[src/include/tcrc_consts.vh]
/*
  Constants of the timer 2 capture/reload counter: register offsets,
  field positions, reset values, mode codes and machine cycle timing.
  Assumes it is included by its bare name from the design files.
*/
`ifndef TCRC_CONSTS_VH
`define TCRC_CONSTS_VH

// register byte offsets on the bus
`define TCRC_OFS_CONTROL      8'h00
`define TCRC_OFS_MODE         8'h04
`define TCRC_OFS_COUNT_LOW    8'h08
`define TCRC_OFS_COUNT_HIGH   8'h0C
`define TCRC_OFS_CAPTURE_LOW  8'h10
`define TCRC_OFS_CAPTURE_HIGH 8'h14

// timer_control_reg bit positions
`define TCRC_BIT_OVERFLOW     7
`define TCRC_BIT_EXTERNAL     6
`define TCRC_BIT_RX_CLOCK     5
`define TCRC_BIT_TX_CLOCK     4
`define TCRC_BIT_EXT_ENABLE   3
`define TCRC_BIT_RUN          2
`define TCRC_BIT_COUNTER_SEL  1
`define TCRC_BIT_CAPTURE_SEL  0

// timer_mode_reg bit positions
`define TCRC_BIT_DOWN_ENABLE  0

// reset values and count constants
`define TCRC_RST_BYTE         8'h00
`define TCRC_RST_WORD         16'h0000
`define TCRC_RST_DATA         32'h0000_0000
`define TCRC_ALL_ONES         16'hFFFF
`define TCRC_ONE              16'h0001

// operating modes
`define TCRC_MODE_OFF         2'h0
`define TCRC_MODE_RELOAD      2'h1
`define TCRC_MODE_CAPTURE     2'h2
`define TCRC_MODE_BAUD        2'h3

// machine cycle timing, in oscillator periods of I_MCLK
`define TCRC_OSC_PER_MC       12
`define TCRC_IDX_STATE5_PHASE2         4'h9
`define TCRC_IDX_STATE3_PHASE1         4'h4
`define TCRC_IDX_ZERO         4'h0
`define TCRC_IDX_ONE          4'h1

`endif

[src/verilog/tcrc_phase_gen.v]
/*
  Machine cycle phase generator: divides the oscillator into machine
  cycles of twelve periods and states of two, and gives one-cycle
  enables at the sampling and update points of each machine cycle.
  Assumes I_MCLK is the oscillator and reset is synchronous.
*/
`timescale 1ns/1ps
`include "tcrc_consts.vh"

module tcrc_phase_gen #(
  parameter OSC_PER_MC = `TCRC_OSC_PER_MC
) (
  input  wire i_clk,
  input  wire i_reset,
  output reg  o_sample_tick,
  output reg  o_update_tick,
  output reg  o_state_tick
);

  // index is four bits wide, enough for up to sixteen periods per cycle
  localparam integer LAST_FULL = OSC_PER_MC - 1;
  localparam [3:0]   LAST_IDX  = LAST_FULL[3:0];

  reg [3:0] phase_idx;
  reg [3:0] next_phase_idx;

  // phase index wraps once per machine cycle
  always @* begin
    if (phase_idx == LAST_IDX) begin
      next_phase_idx = `TCRC_IDX_ZERO;
    end else begin
      next_phase_idx = phase_idx + `TCRC_IDX_ONE;
    end
  end

  // enables are registered so they line up with the index they decode
  always @(posedge i_clk) begin
    if (i_reset) begin
      phase_idx     <= `TCRC_IDX_ZERO;
      o_sample_tick <= 1'b0;
      o_update_tick <= 1'b0;
      o_state_tick  <= 1'b0;
    end else begin
      phase_idx     <= next_phase_idx;
      o_sample_tick <= (next_phase_idx == `TCRC_IDX_STATE5_PHASE2);
      o_update_tick <= (next_phase_idx == `TCRC_IDX_STATE3_PHASE1);
      o_state_tick  <= next_phase_idx[0]; // one per two periods
    end
  end

endmodule // tcrc_phase_gen

[src/verilog/tcrc_top.v]
/*
  Timer 2: a 16-bit timer / event counter with capture, up or down
  auto-reload and baud generator modes, reached over classic Wishbone.
  Assumes I_MCLK is the oscillator, pins are synchronous to it, and the
  bus master holds each request until it sees ack.
*/
// Our own choices: the address map and the Wishbone interface to the registers.
`timescale 1ns/1ps
`include "tcrc_consts.vh"

// Summary of operation
// RL1 - 16-bit count in two bytes, timer/counter select
// RL2 - timer advances once per machine cycle
// RL3 - mode from run, serial selects, capture select
// RL4 - count pin sampled each cycle, falling counts
// RL5 - new count visible at next cycle's update
// RL6 - two cycles per edge, max rate 1/24
// RL7 - source holds each level one machine cycle
// RL8 - capture mode counts, overflow sets overflow flag
// RL9 - control pin falling edge captures count bytes
// RL10 - capture also sets the external flag
// RL11 - both flags request interrupts when enabled
// RL12 - reset clears down enable; pin picks direction
// RL13 - up reload: overflow flags and reloads count
// RL14 - enabled pin edge forces reload, sets flag
// RL15 - down enabled, pin high: count up, reload
// RL16 - pin low: count down, match loads all ones
// RL17 - external flag toggles, no interrupt then
// RL18 - baud mode: state rate, reload, no flag
// RL19 - baud mode pin edge flags, no reload
// RL20 - request is OR of flags, software clears
// RL21 - select 0 timer, 1 falling edge counter
// RL22 - hardware reload/capture beats software write
module tcrc_top (
  input  wire        I_MCLK,
  input  wire        I_RESET,
  input  wire        I_WB_CYC,
  input  wire        I_WB_STB,
  input  wire        I_WB_WE,
  input  wire [7:0]  I_WB_ADR,
  input  wire [3:0]  I_WB_SEL,
  input  wire [31:0] I_WB_DAT,
  output reg  [31:0] O_WB_DAT,
  output reg         O_WB_ACK,
  input  wire        I_COUNT_INPUT_PIN,
  input  wire        I_EXTERNAL_CONTROL_PIN,
  output reg         O_IRQ,
  output reg         O_RX_BAUD_TICK,
  output reg         O_TX_BAUD_TICK
);

  // software visible state
  reg  [7:0]  count_high_byte;
  reg  [7:0]  count_low_byte;
  reg  [7:0]  capture_reload_high;
  reg  [7:0]  capture_reload_low;
  reg         overflow_flag;
  reg         external_flag;
  reg         serial_rx_clock_select;
  reg         serial_tx_clock_select;
  reg         external_enable;
  reg         run_bit;
  reg         timer_counter_select;
  reg         capture_reload_select;
  reg         down_count_enable;

  // pin sampling state; samples reset low so a pin idling high never
  // shows a false falling edge right after reset
  reg         count_pin_sample;
  reg         count_pending;
  reg         ext_pin_sample;

  // next values
  reg  [15:0] next_count;
  reg  [15:0] next_capture;
  reg         next_overflow;
  reg         next_external;
  reg         rollover;
  reg  [1:0]  mode;
  reg  [31:0] next_rd_data;

  wire        sample_tick;
  wire        update_tick;
  wire        state_tick;

  wire [15:0] count_word   = {count_high_byte, count_low_byte};
  wire [15:0] capture_word = {capture_reload_high, capture_reload_low};
  wire [7:0]  wr_byte      = I_WB_DAT[7:0];

  wire [7:0]  control_byte = {overflow_flag, external_flag, serial_rx_clock_select,
                              serial_tx_clock_select, external_enable, run_bit,
                              timer_counter_select, capture_reload_select};

  tcrc_phase_gen #(
    .OSC_PER_MC (`TCRC_OSC_PER_MC)
  ) u_phase (
    .i_clk         (I_MCLK),
    .i_reset       (I_RESET),
    .o_sample_tick (sample_tick),
    .o_update_tick (update_tick),
    .o_state_tick  (state_tick)
  );

  // bus decode: a write lands on the edge at which ack is seen high
  wire bus_req   = I_WB_CYC & I_WB_STB;
  wire bus_wr    = bus_req & I_WB_WE & O_WB_ACK & I_WB_SEL[0];
  wire wr_ctrl   = bus_wr & (I_WB_ADR == `TCRC_OFS_CONTROL);
  wire wr_mode   = bus_wr & (I_WB_ADR == `TCRC_OFS_MODE);
  wire wr_cnt_lo = bus_wr & (I_WB_ADR == `TCRC_OFS_COUNT_LOW);
  wire wr_cnt_hi = bus_wr & (I_WB_ADR == `TCRC_OFS_COUNT_HIGH);
  wire wr_cap_lo = bus_wr & (I_WB_ADR == `TCRC_OFS_CAPTURE_LOW);
  wire wr_cap_hi = bus_wr & (I_WB_ADR == `TCRC_OFS_CAPTURE_HIGH);
  wire cnt_wr    = wr_cnt_lo | wr_cnt_hi;

  // either serial select turns the timer into a baud generator
  wire serial_sel = serial_rx_clock_select | serial_tx_clock_select;

  // mode table
  always @* begin
    if (!run_bit) begin
      mode = `TCRC_MODE_OFF; // RL3
    end else if (serial_sel) begin
      mode = `TCRC_MODE_BAUD; // RL3
    end else if (capture_reload_select) begin
      mode = `TCRC_MODE_CAPTURE; // RL3
    end else begin
      mode = `TCRC_MODE_RELOAD; // RL3
    end
  end

  // falling edge on the count pin: last sample high, pin low now; only
  // meaningful on a sample tick, so it is always qualified by one
  wire count_fall = count_pin_sample & ~I_COUNT_INPUT_PIN;

  // pin samples are taken once per machine cycle; a pin held less than
  // a full machine cycle may be missed entirely
  always @(posedge I_MCLK) begin
    if (I_RESET) begin
      count_pin_sample <= 1'b0;
      ext_pin_sample   <= 1'b0;
      count_pending    <= 1'b0;
    end else begin
      if (sample_tick) begin
        count_pin_sample <= I_COUNT_INPUT_PIN; // RL4 RL7
        ext_pin_sample   <= I_EXTERNAL_CONTROL_PIN;
      end
      // edge seen after one sample, applied at the next update point; the
      // update comes seven clocks after the sample and five before the next
      // one, so at most one edge is ever pending
      if (update_tick) begin
        count_pending <= 1'b0;
      end else if (sample_tick & count_fall) begin
        count_pending <= 1'b1; // RL4 RL6
      end
    end
  end

  // one-cycle increment request
  reg inc;
  always @* begin
    if (timer_counter_select) begin
      inc = update_tick & count_pending; // RL5 RL21
    end else if (mode == `TCRC_MODE_BAUD) begin
      inc = state_tick; // RL18
    end else begin
      inc = update_tick; // RL2 RL21
    end
  end

  // external event: falling edge of the control pin while enabled
  // a low held under one machine cycle may go unseen
  wire ext_fall  = sample_tick & ext_pin_sample & ~I_EXTERNAL_CONTROL_PIN;
  wire ext_event = ext_fall & external_enable & run_bit;

  // direction only matters in reload mode with down counting enabled
  // it comes from the last sample, so a change on the control pin steers
  // the count only from the next machine cycle on
  wire updown    = down_count_enable & (mode == `TCRC_MODE_RELOAD);
  wire count_up  = ~updown | ext_pin_sample;

  // software writes first, then hardware reloads, captures and flag sets override them; an increment gives way to a count write
  always @* begin
    next_count    = count_word;
    next_capture  = capture_word;
    next_overflow = overflow_flag;
    next_external = external_flag;
    rollover      = 1'b0;
    if (wr_cnt_lo) begin
      next_count[7:0] = wr_byte;
    end
    if (wr_cnt_hi) begin
      next_count[15:8] = wr_byte;
    end
    if (wr_cap_lo) begin
      next_capture[7:0] = wr_byte;
    end
    if (wr_cap_hi) begin
      next_capture[15:8] = wr_byte;
    end
    if (wr_ctrl) begin
      next_overflow = wr_byte[`TCRC_BIT_OVERFLOW]; // RL20
      next_external = wr_byte[`TCRC_BIT_EXTERNAL]; // RL20
    end
    // reloads, captures and flag sets below override the writes above; an increment gives way to a count write
    case (mode)
      `TCRC_MODE_CAPTURE: begin
        if (inc & ~cnt_wr) begin
          next_count = count_word + `TCRC_ONE; // RL1
        end
        if (inc & (count_word == `TCRC_ALL_ONES)) begin
          next_overflow = 1'b1; // RL8
        end
        if (ext_event) begin
          next_capture  = count_word; // RL9 RL22
          next_external = 1'b1; // RL10
        end
      end
      `TCRC_MODE_RELOAD: begin
        if (updown) begin
          if (inc & count_up) begin
            if (count_word == `TCRC_ALL_ONES) begin
              next_count    = capture_word; // RL15 RL22
              next_overflow = 1'b1; // RL15
              next_external = ~external_flag; // RL17
            end else if (~cnt_wr) begin
              next_count = count_word + `TCRC_ONE; // RL15
            end
          end else if (inc) begin
            if (count_word == capture_word) begin
              next_count    = `TCRC_ALL_ONES; // RL16 RL22
              next_overflow = 1'b1; // RL16
              next_external = ~external_flag; // RL17
            end else if (~cnt_wr) begin
              next_count = count_word - `TCRC_ONE; // RL16
            end
          end
        end else begin
          if (inc & (count_word == `TCRC_ALL_ONES)) begin
            next_count    = capture_word; // RL13 RL22
            next_overflow = 1'b1; // RL13
          end else if (inc & ~cnt_wr) begin
            next_count = count_word + `TCRC_ONE; // RL13
          end
          if (ext_event) begin
            next_count    = capture_word; // RL14 RL22
            next_external = 1'b1; // RL14
          end
        end
      end
      `TCRC_MODE_BAUD: begin
        // rollover reloads but never touches the overflow flag
        if (inc & (count_word == `TCRC_ALL_ONES)) begin
          next_count = capture_word; // RL18 RL22
          rollover   = 1'b1; // RL18
        end else if (inc & ~cnt_wr) begin
          next_count = count_word + `TCRC_ONE; // RL18
        end
        if (ext_event) begin
          next_external = 1'b1; // RL19
        end
      end
      default: begin
        rollover = 1'b0; // stopped: only software writes
      end
    endcase
  end

  // counter, capture and control state
  always @(posedge I_MCLK) begin
    if (I_RESET) begin
      count_high_byte        <= `TCRC_RST_BYTE;
      count_low_byte         <= `TCRC_RST_BYTE;
      capture_reload_high    <= `TCRC_RST_BYTE;
      capture_reload_low     <= `TCRC_RST_BYTE;
      overflow_flag          <= 1'b0;
      external_flag          <= 1'b0;
      serial_rx_clock_select <= 1'b0;
      serial_tx_clock_select <= 1'b0;
      external_enable        <= 1'b0;
      run_bit                <= 1'b0;
      timer_counter_select   <= 1'b0;
      capture_reload_select  <= 1'b0;
      down_count_enable      <= 1'b0; // RL12
    end else begin
      count_high_byte     <= next_count[15:8];
      count_low_byte      <= next_count[7:0];
      capture_reload_high <= next_capture[15:8];
      capture_reload_low  <= next_capture[7:0];
      overflow_flag       <= next_overflow;
      external_flag       <= next_external;
      if (wr_ctrl) begin
        serial_rx_clock_select <= wr_byte[`TCRC_BIT_RX_CLOCK];
        serial_tx_clock_select <= wr_byte[`TCRC_BIT_TX_CLOCK];
        external_enable        <= wr_byte[`TCRC_BIT_EXT_ENABLE];
        run_bit                <= wr_byte[`TCRC_BIT_RUN];
        timer_counter_select   <= wr_byte[`TCRC_BIT_COUNTER_SEL];
        capture_reload_select  <= wr_byte[`TCRC_BIT_CAPTURE_SEL];
      end
      if (wr_mode) begin
        down_count_enable <= wr_byte[`TCRC_BIT_DOWN_ENABLE]; // RL12
      end
    end
  end

  // request follows the flags one cycle late, from a flop; the external
  // flag is a count bit, not a request, while counting up and down
  always @(posedge I_MCLK) begin
    if (I_RESET) begin
      O_IRQ          <= 1'b0;
      O_RX_BAUD_TICK <= 1'b0;
      O_TX_BAUD_TICK <= 1'b0;
    end else begin
      O_IRQ          <= overflow_flag | (external_flag & ~updown); // RL11 RL17 RL20
      O_RX_BAUD_TICK <= rollover & serial_rx_clock_select; // RL18
      O_TX_BAUD_TICK <= rollover & serial_tx_clock_select; // RL18
    end
  end

  // read data mux; unmapped offsets read as zero
  // reads have no side effects; flags clear only by writing zero, except the external flag, which also toggles while counting up and down
  always @* begin
    next_rd_data = `TCRC_RST_DATA;
    case (I_WB_ADR)
      `TCRC_OFS_CONTROL:      next_rd_data[7:0] = control_byte;
      `TCRC_OFS_MODE:         next_rd_data[`TCRC_BIT_DOWN_ENABLE] = down_count_enable;
      `TCRC_OFS_COUNT_LOW:    next_rd_data[7:0] = count_low_byte;
      `TCRC_OFS_COUNT_HIGH:   next_rd_data[7:0] = count_high_byte;
      `TCRC_OFS_CAPTURE_LOW:  next_rd_data[7:0] = capture_reload_low;
      `TCRC_OFS_CAPTURE_HIGH: next_rd_data[7:0] = capture_reload_high;
      default:                next_rd_data      = `TCRC_RST_DATA;
    endcase
  end

  // single wait state slave: ack one cycle after the request, dropped
  // the cycle after; every address is answered so no master hangs
  always @(posedge I_MCLK) begin
    if (I_RESET) begin
      O_WB_ACK <= 1'b0;
      O_WB_DAT <= `TCRC_RST_DATA;
    end else begin
      O_WB_ACK <= bus_req & ~O_WB_ACK;
      if (bus_req & ~O_WB_ACK & ~I_WB_WE) begin
        O_WB_DAT <= next_rd_data;
      end
    end
  end

endmodule // tcrc_top
[config.mk]
export PLATFORM = sky130hd
export DESIGN_NAME = tcrc_top
export DESIGN_NICKNAME = d
export VERILOG_FILES = /design/src/verilog/tcrc_phase_gen.v /design/src/verilog/tcrc_top.v
export VERILOG_INCLUDE_DIRS = /design/src /design/src/include
export SDC_FILE = /design/constraint.sdc
export NUM_CORES = 1
export LEC_CHECK = 0
export ABC_AREA = 1
export ABC_CLOCK_PERIOD_IN_PS = 3500
export BUFFER_PORTS_ARGS = -buffer_cell sky130_fd_sc_hd__buf_2
export CAP_MARGIN = 20
export CORE_ASPECT_RATIO = 0.5
export CORE_MARGIN = 3
export CORE_UTILIZATION = 28
export DETAILED_ROUTE_END_ITERATION = 7
export PLACE_DENSITY = 0.52
export SLEW_MARGIN = 20
export SYNTH_ARGS = -nofsm -noshare
export SYNTH_HDL_FRONTEND = slang
export SYNTH_HIERARCHICAL = 1
export SYNTH_SLANG_ARGS = --single-unit
[constraint.sdc]
create_clock -name I_MCLK -period 3.5 [get_ports I_MCLK]
set_input_delay 0.7 -clock I_MCLK [delete_from_list [all_inputs] [get_ports I_MCLK]]
set_output_delay 0.7 -clock I_MCLK [all_outputs]
set_load 0.02 [all_outputs]
==> results of run 1 <==
[metrics by stage]
stage               utilization  cells  cell area, um2  hold WS [ns]  worst slack [ns]
floorplan                     -   1124            6520         0.415              1.07
global placement          0.308   1412            6810         0.433             0.397
detailed placement        0.308   1412            6810         0.432             0.367
CTS                       0.323   1428            7130         0.439             0.360
global route              0.323   1428            7130         0.455             0.118
finish                    0.323   1428            7130         0.435             0.309
[area by class of cell]
class / instances / share of cell area
Tap cell: 300 / 0.0526
Clock buffer: 9 / 0.0316
Timing Repair Buffer: 58 / 0.0488
Multi-Input combinational cell: 846 / 0.602
Clock inverter: 7 / 0.0137
Inverter: 146 / 0.0775
Sequential cell: 62 / 0.174
[kinds of logic after synthesis]
logic type,after synthesis,synth area share
compound gates,230,0.208
xor+xnor,12,0.0163
fa+ha+maj,8,0.0156
buf+inv,216,0.153
flops,62,0.193
other cells,1,0.000583
simple gates,572,0.413
[synthesized netlist by cell type, drive strengths merged]
cell       n
buf       54
o21ai    110
and2       1
nor2      82
conb       1
nand4     12
o22ai      9
dfxtp     62
o21bai     1
nand3b     3
xor2      12
a221oi     7
a211oi     3
nand2    356
o2111ai    1
nor3      11
clkbuf    16
ha         8
nand3    101
clkinv     3
a31oi      7
o31ai      1
a21oi     68
nor4       2
inv      143
or2        4
o211ai    23
[state kept, by name (all words and copies together) (netlist names), 4 cells and up]
register / flops
count_high_byte: 8
capture_reload_high: 8
O_WB_DAT: 8
u_phase/phase_idx: 4
count_low_byte: 8
capture_reload_low: 8
[final timing paths]
path | cells after the start | slack, ns | startpoint | to
min reg2reg | 1 | 0.44 | u_phase/o_update_tick | count_pending
min | 1 | 0.44 | u_phase/o_update_tick | count_pending
max reg2reg | 17 | 0.31 | serial_tx_clock_select | count_high_byte[5]
max | 17 | 0.31 | serial_tx_clock_select | count_high_byte[5]
[routing by layer]
layer  track usage  up-vias  share of wire
met1         0.316     3512           0.44
met5             0        -              0
met3        0.0424       82           0.11
met4        0.0844        0          0.037
met2         0.342      459           0.41
li1              -     3575              -
[where the power goes]
group / switching, mW / internal (mW) / leakage, nW / total (mW)
Combinational: 0.120 / 0.0398 / 2.77 / 0.160
Clock: 0.401 / 0.626 / 0.152 / 1.03
Sequential: 0.00573 / 0.714 / 0.501 / 0.720
==> impl_metrics.csv, run 1 <==
group,metric,value,unit
status,status,"complete, no violations",
cts,numCtsBuffers,9,
sta,fmax,313,MHz
sta,max-slew-margin-rel,0.557,
pwr,ir_drop,180,uV
global_routing,grt_pass1_wl,42400,um
yosys,syn_area,6430,um2
global_routing,grt_max_degree,48,
global_routing,first_global_vias,7112,
sta,drv_slew,0,
floorplan,pin_count,87,
placed_design,portBuffers,35,
floorplan,die-height,113,um
pwr,powerDensity,267,nW/um2
sta,fin_skew,0.0101,ns
routing,routed_wl,27800,um
critical_path,cpMostUsedCell,"nand3_1",
routing,detail_route.wl_per_cell,19.4,um
floorplan,start_util,0.291,
finish,multi_input_area,4290,um2
pwr,leakagePower,3.42,nW
yosys,synth_area_leader_cell,"dfxtp_1",
critical_path,critPathTopFamily,"simple AND/OR/NAND/NOR gates",
finish,n_fill_cell,2484,
placed_design,place_hpwl,20300,um
floorplan,num_rows,38,
sta,tightestPinTransition,0.663,ns
sta,rsz0062_at_grt,"no",
finish,regArea,1240,um2
floorplan,die_x,220,um
critical_path,cp-start-kind,"flip-flop",
floorplan,dieArea,24900,um2
routing,num_vias,7628,
yosys,yosysSeqAreaShare,0.193,
routing,via_per_inst,5.34,
cts,cts.sinks,62,
cts,cts_tree,"built",
yosys,synth_area_leaders,"dfxtp_1, nand2_1, nand3_1, inv_1, o21ai_0",
sta,setup_viol,0,
global_routing,grt_remaining_overflow,0,
yosys,ys_ff_latch,62,
cts,cts.repair.resized,0,
routing,drtIter0Drc,985,
finish,fin_nets,1182,
hold_path,hold_class,"reg -> reg",
yosys,avgSynthCellArea,5.84,um2
finish,drive_above_1_share,0.143,
critical_path,worstPathMaxFanout,11,
critical_path,critPathRequiredTime,3.75,ns
placed_design,gp_congestion,0.986,
finish,final_common_cell,"nand2_1",
cts,clk_pin_slew,0.06,ns
yosys,synth_cells,1101,
cts,cts_root_buffer,"clkbuf_16",
critical_path,crit_path_end_kind,"flip-flop",
cts,clockBufferDepth,2,
sta,min_period_over_period,0.912,
global_routing,antenna_found_initial,0,
pwr,totalPowerFinal,1.91,mW
sta,post-route-min-period,3.19,ns
critical_path,slowest_stage,"o21ai_0",
yosys,synthDistinctLibCells,51,
finish,layout_common_cells,"nand2_1, inv_1, nand3_1",
routing,antenna_left,0,
critical_path,arrival,3.44,ns
routing,firstDrtPassIters,7,
cts,clk_latency,0.36,ns
cts,cts_setup_buffers,0,
floorplan,coreArea,22100,um2
finish,area_growth,10.9,%
yosys,synth_top_area_frac,0.193,
critical_path,max_stage_delay,0.31,ns
cts,htree_levels,3,
cts,hold_buffers,0,
run,drv_cap,0,
sta,hold_viol_final,0,
critical_path,worst-path-buf-inv,5,
yosys,yosys_warnings,6,
global_routing,grt.total_usage,0.225,
critical_path,crit_type,"reg -> reg",
routing,remaining_drc_errors,0,
sta,finalSetupTns,0,ns
critical_path,worstPathCellList,"inv_1 -> nand2_1 -> o21ai_0 -> inv_1 -> ha_1 -> buf_4 -> or2_1 -> nand3_4 -> nor2_8 -> inv_2 -> nand3_1 -> inv_2 -> nand3_1 -> nand3_1 -> nand2_1 -> a21oi_1 -> nor2_1",
finish,diodes,0,
Power figures use the tool's default switching activity.
==> run 2: changes to the inputs <==
--- a/config.mk
+++ b/config.mk
@@ -8,13 +8,14 @@
 export LEC_CHECK = 0
 export ABC_AREA = 1
 export ABC_CLOCK_PERIOD_IN_PS = 3500
-export BUFFER_PORTS_ARGS = -buffer_cell sky130_fd_sc_hd__buf_2
 export CAP_MARGIN = 20
 export CORE_ASPECT_RATIO = 0.5
 export CORE_MARGIN = 3
 export CORE_UTILIZATION = 28
 export DETAILED_ROUTE_END_ITERATION = 7
-export PLACE_DENSITY = 0.52
+export DONT_BUFFER_PORTS = 1
+export GPL_ROUTABILITY_DRIVEN = 0
+export PLACE_DENSITY = 0.48
 export SLEW_MARGIN = 20
 export SYNTH_ARGS = -nofsm -noshare
 export SYNTH_HDL_FRONTEND = slang
==> run 2 against run 1 <==
Compared with the run above: hold slack got worse by 0.025 ns; sequential cell count unchanged; critical path type unchanged; largest power group unchanged; first-iteration DRC count decreased by 20%.
==> impl_metrics.csv, run 2 (same netlist as run 1, synthesis figures left out) <==
group,metric,value,unit
status,status,"complete, no violations",
pwr,swShare,0.287,
floorplan,num_rows,38,
cts,numCtsBuffers,9,
floorplan,die_x,220,um
floorplan,start_util,0.291,
pwr,p_seq_frac,0.397,
placed_design,place_hpwl,19600,um
sta,setup_viol,0,
sta,post-route-min-period,3.23,ns
finish,final_common_cell,"nand2_1",
finish,postLayoutCellArea,6940,um2
sta,hold_viol_final,0,
finish,fin_cells,1391,
critical_path,worstPathMaxFanout,14,
sta,tightestPinTransition,0.692,ns
floorplan,dieArea,24900,um2
floorplan,coreArea,22100,um2
routing,remaining_drc_errors,0,
routing,routed_wl,26600,um
cts,htree_levels,3,
finish,drive_above_1_share,0.114,
placed_design,dpl_cell_area,6600,um2
critical_path,crit_type,"reg -> reg",
cts,clk_latency,0.36,ns
sta,fin_skew,0.00920,ns
critical_path,critPathRequiredTime,3.75,ns
pwr,power.switching,0.526,mW
cts,clk_pin_slew,0.07,ns
finish,area_growth,7.92,%
global_routing,first_global_vias,6532,
critical_path,cp-start-kind,"flip-flop",
finish,regArea,1240,um2
finish,n_fill_cell,2494,
sta,max-slew-margin-rel,0.538,
pwr,clockPowerShare,0.533,
cts,hold_buffers,0,
cts,cts_tree,"built",
sta,fmax,310,MHz
routing,num_vias,7320,
global_routing,grt_remaining_overflow,0,
sta,drv_slew,0,
routing,antenna_left,0,
pwr,cell_internal_pwr,1.31,mW
finish,fin_nets,1145,
cts,cts.sinks,62,
pwr,leakagePower,3.26,nW
pwr,combPwrFrac,0.070,
sta,finalSetupTns,0,ns
pwr,powerDensity,264,nW/um2
pwr,totalPowerFinal,1.83,mW
sta,rsz0062_at_grt,"no",
routing,via_per_inst,5.26,
cts,clockBufferDepth,2,
sta,min_period_over_period,0.923,
routing,firstDrtPassIters,6,
critical_path,crit_path_end_kind,"flip-flop",
pwr,ir_drop,157,uV
finish,layout_common_cells,"nand2_1, inv_1, nand3_1",
hold_path,hold_class,"in -> reg",
run,drv_cap,0,
global_routing,antenna_found_initial,0,
cts,cts_root_buffer,"clkbuf_16",
critical_path,arrival,3.48,ns
global_routing,grt_pass1_wl,40200,um
floorplan,die-height,113,um
global_routing,grt.total_usage,0.214,
global_routing,grt_max_degree,48,
finish,multi_input_area,4290,um2
finish,diodes,0,
placed_design,portBuffers,0,
floorplan,pin_count,87,
sta,whs,0.410,ns
routing,drtIter0Drc,792,
placed_design,placed_cells,1372,
routing,detail_route.wl_per_cell,19.1,um
run 2: timing repair:
item,CTS,global route
setup buffers,0,3
gates resized for setup,0,2
setup endpoints to repair,0,9
run 2: worst paths after layout:
| kind | depth (start not counted) | from | endpoint | slack [ns] |
|---|---|---|---|---|
| worst min register to register | 1 | u_phase/o_update_tick | count_pending | 0.45 |
| worst max-delay path | 15 | serial_rx_clock_select | count_high_byte[5] | 0.27 |
| worst min-delay path | 1 | I_RESET | u_phase/phase_idx[1] | 0.41 |
| worst max register to register | 15 | serial_rx_clock_select | count_high_byte[5] | 0.27 |
run 2: metrics by stage:
step | utilization | worst slack [ns]
floorplan | - | 1.07
global placement | 0.298 | 0.286
detailed placement | 0.298 | 0.246
CTS | 0.312 | 0.237
global route | 0.314 | 0.0449
finish | 0.314 | 0.270
run 2: power groups by stage:
stage	clock (mW)	combinational, mW	sequential (mW)
floorplan	0	0.117	0.741
global placement	0	0.121	0.742
detailed placement	0	0.122	0.743
CTS	0.994	0.123	0.727
global route	1.03	0.141	0.727
finish	0.977	0.128	0.727
run 2: critical path, stage by stage, from the launching register on:
cell and delay [ns]:
dfxtp_1 0.30, inv_1 0.17, nand2_1 0.10, o21ai_0 0.30, inv_1 0.11, ha_1 0.35
nand2_1 0.17, nand3_4 0.31, inv_6 0.33, nand2_4 0.14, inv_2 0.30, nand2_1 0.12
nand3_1 0.11, a21oi_1 0.07, a21oi_1 0.16, nor2_1 0.05
run 2: area by class of cell:
cell class                      instances  area share
Clock inverter                          7      0.0115
Inverter                              146      0.0800
Tap cell                              300      0.0541
Multi-Input combinational cell        846       0.619
Sequential cell                        62       0.179
Clock buffer                            9      0.0324
Timing Repair Buffer                   21      0.0245
run 2: per-layer routing:
metal	routed length, um	track usage	part of all wire
met1	12000	0.300	0.45
met2	11400	0.326	0.43
met3	2620	0.0464	0.098
met4	628	0.0668	0.024
met5	0	0	0
==> run 3: changes to the inputs <==
--- a/config.mk
+++ b/config.mk
@@ -9,13 +9,16 @@
 export ABC_AREA = 1
 export ABC_CLOCK_PERIOD_IN_PS = 3500
 export CAP_MARGIN = 20
+export CELL_PAD_IN_SITES_DETAIL_PLACEMENT = 0
+export CELL_PAD_IN_SITES_GLOBAL_PLACEMENT = 1
 export CORE_ASPECT_RATIO = 0.5
 export CORE_MARGIN = 3
 export CORE_UTILIZATION = 28
 export DETAILED_ROUTE_END_ITERATION = 7
 export DONT_BUFFER_PORTS = 1
 export GPL_ROUTABILITY_DRIVEN = 0
-export PLACE_DENSITY = 0.48
+export PLACE_DENSITY = 0.62
+export REMOVE_ABC_BUFFERS = 1
 export SLEW_MARGIN = 20
 export SYNTH_ARGS = -nofsm -noshare
 export SYNTH_HDL_FRONTEND = slang
==> run 3 against run 2 <==
Compared with the run above: critical path depth stayed put; count of clock-buffer cells in the layout stayed put; total power is 3.7% higher; register-to-register slack hardly changed; global-route usage is 1.9 points higher; wire length is 7.3% higher; sequential share of layout area is 0.058 points lower; critical path type unchanged; hold slack worse by 0.0041 ns; first-iteration DRC count is 30% higher; setup slack worse by 0.0083 ns; final cell count is 0.14% higher; sequential cell count stayed put.
==> impl_metrics.csv, run 3 (same netlist as run 1, synthesis figures left out) <==
group,metric,value,unit
pwr,leakagePower,3.27,nW
critical_path,worstPathCellList,"inv_1 -> nand2_1 -> o21ai_0 -> inv_1 -> ha_1 -> nand2_1 -> nand3_4 -> buf_4 -> nor2_4 -> nand2_1 -> nand3_2 -> nand3_1 -> a21oi_1 -> a21oi_1 -> nor2_1",
cts,clockBufferDepth,2,
pwr,combPwrFrac,0.067,
critical_path,worst-path-buf-inv,3,
sta,fin_skew,0.00818,ns
sta,fmax,309,MHz
cts,numCtsBuffers,9,
critical_path,endpoint,"count_high_byte[0]",
pwr,swShare,0.275,
sta,finalSetupTns,0,ns
critical_path,ff2ff_setup_slack,0.26,ns
sta,rsz0062_at_grt,"no",
global_routing,grt_pass1_wl,42600,um
placed_design,placed_cells,1377,
critical_path,critPathRequiredTime,3.80,ns
global_routing,first_global_vias,6709,
pwr,ir_drop,226,uV
floorplan,num_rows,38,
routing,num_vias,7452,
cts,cts_tree,"built",
finish,final_common_cell,"nand2_1",
sta,max-slew-margin-rel,0.263,
sta,setup_viol,0,
finish,fin_nets,1147,
routing,firstDrtPassIters,5,
floorplan,pin_count,87,
sta,tightestPinTransition,1.10,ns
critical_path,crit_path_end_kind,"flip-flop",
routing,antenna_left,0,
routing,remaining_drc_errors,0,
finish,postLayoutCoreUtil,0.315,
cts,cts_root_buffer,"clkbuf_16",
critical_path,crit_type,"reg -> reg",
cts,cts_setup_buffers,0,
critical_path,cpMostUsedCell,"nand2_1",
sta,hold_viol_final,0,
critical_path,reg2reg_to,"count_high_byte[0]",
pwr,p_seq_frac,0.383,
cts,clk_pin_slew,0.06,ns
cts,cts.repair.resized,0,
floorplan,coreArea,22100,um2
pwr,clockPowerShare,0.550,
global_routing,antenna_found_initial,1,
global_routing,grt_remaining_overflow,0,
finish,drive_above_1_share,0.115,
critical_path,critical_path_cell_count,15,
placed_design,place_hpwl,21100,um
critical_path,rr_worst_depth,15,
placed_design,portBuffers,0,
finish,fin_cells,1393,
routing,drtIter0Drc,1031,
cts,cts.sinks,62,
sta,post-route-min-period,3.24,ns
routing,via_per_inst,5.35,
floorplan,dieArea,24900,um2
cts,htree_levels,3,
critical_path,reg2reg_from,"serial_tx_clock_select",
status,status,"complete, no violations",
finish,diodes,0,
cts,hold_buffers,0,
critical_path,critPathTopFamily,"simple AND/OR/NAND/NOR gates",
sta,min_period_over_period,0.925,
cts,clk_latency,0.36,ns
routing,routed_wl,28600,um
critical_path,slowest_stage,"nor2_4",
pwr,powerDensity,273,nW/um2
sta,drv_slew,0,
finish,layout_common_cells,"nand2_1, inv_1, nand3_1",
pwr,cell_internal_pwr,1.38,mW
critical_path,arrival,3.54,ns
critical_path,max_stage_delay,0.52,ns
global_routing,grt.total_usage,0.232,
critical_path,crit_start,"serial_tx_clock_select",
floorplan,die_x,220,um
global_routing,grt_max_degree,35,
run,drv_cap,0,
floorplan,start_util,0.291,
pwr,power.switching,0.522,mW
routing,detail_route.wl_per_cell,20.5,um
hold_path,hold_class,"in -> reg",
finish,n_fill_cell,2535,
finish,area_growth,8.27,%
critical_path,cp-start-kind,"flip-flop",
floorplan,die-height,113,um
critical_path,worstPathMaxFanout,18,
## run 3: worst min path at each step
stage,startpoint,end,slack (ns),cells past startpoint
finish,I_RESET,count_pending,0.41,1
global route,I_RESET,u_phase/phase_idx[2],0.39,1
CTS,I_RESET,count_pending,0.39,1
detailed placement,u_phase/o_update_tick,count_pending,0.44,1
global placement,u_phase/o_update_tick,count_pending,0.44,1
floorplan,u_phase/o_update_tick,count_pending,0.41,1
## run 3: cell type report
cell class,instances,area [um2],share of cell area
Sequential cell,62,1240,0.178
Clock inverter,7,103,0.0147
Clock buffer,9,225,0.0323
Timing Repair Buffer,23,173,0.0248
Inverter,146,553,0.0794
Multi-Input combinational cell,846,4290,0.617
Tap cell,300,375,0.0539
## run 3: power groups by stage
stage          combinational, mW  sequential, mW  clock [mW]
2_1_floorplan             0.0902           0.741           0
3_3_place_gp               0.124           0.742           0
3_5_place_dp               0.125           0.743           0
5_1_grt                    0.142           0.727        1.09
6_report                   0.128           0.726        1.04
4_1_cts                    0.126           0.727        1.06
## run 3: worst register-to-register path, delay by kind of cell, from the launching register on
kind / cells / cell delay, ns
buffers and inverters: 3 / 0.56
AOI/OAI and AO/OA: 3 / 0.58
and+or+nand+nor: 8 / 1.46
adders and majority gates: 1 / 0.27
DFF: 1 / 0.30
## run 3: routing by layer
metal	wire, um	part of all wire	global-route usage	vias up
li1	-	-	-	3517
met1	13200	0.46	0.342	3492
met2	11500	0.40	0.331	404
met3	3280	0.11	0.0601	39
met4	516	0.018	0.0630	0
met5	0	0	0	-
## run 3: metrics by stage
step	cell area [um2]	power [mW]	setup slack [ns]	hold slack (ns)
CTS	6960	1.91	0.387	0.390
global route	6960	1.96	0.0380	0.391
floorplan	6080	0.831	0.365	0.410
detailed placement	6640	0.868	0.408	0.439
finish	6960	1.90	0.261	0.406
global placement	6640	0.867	0.456	0.437
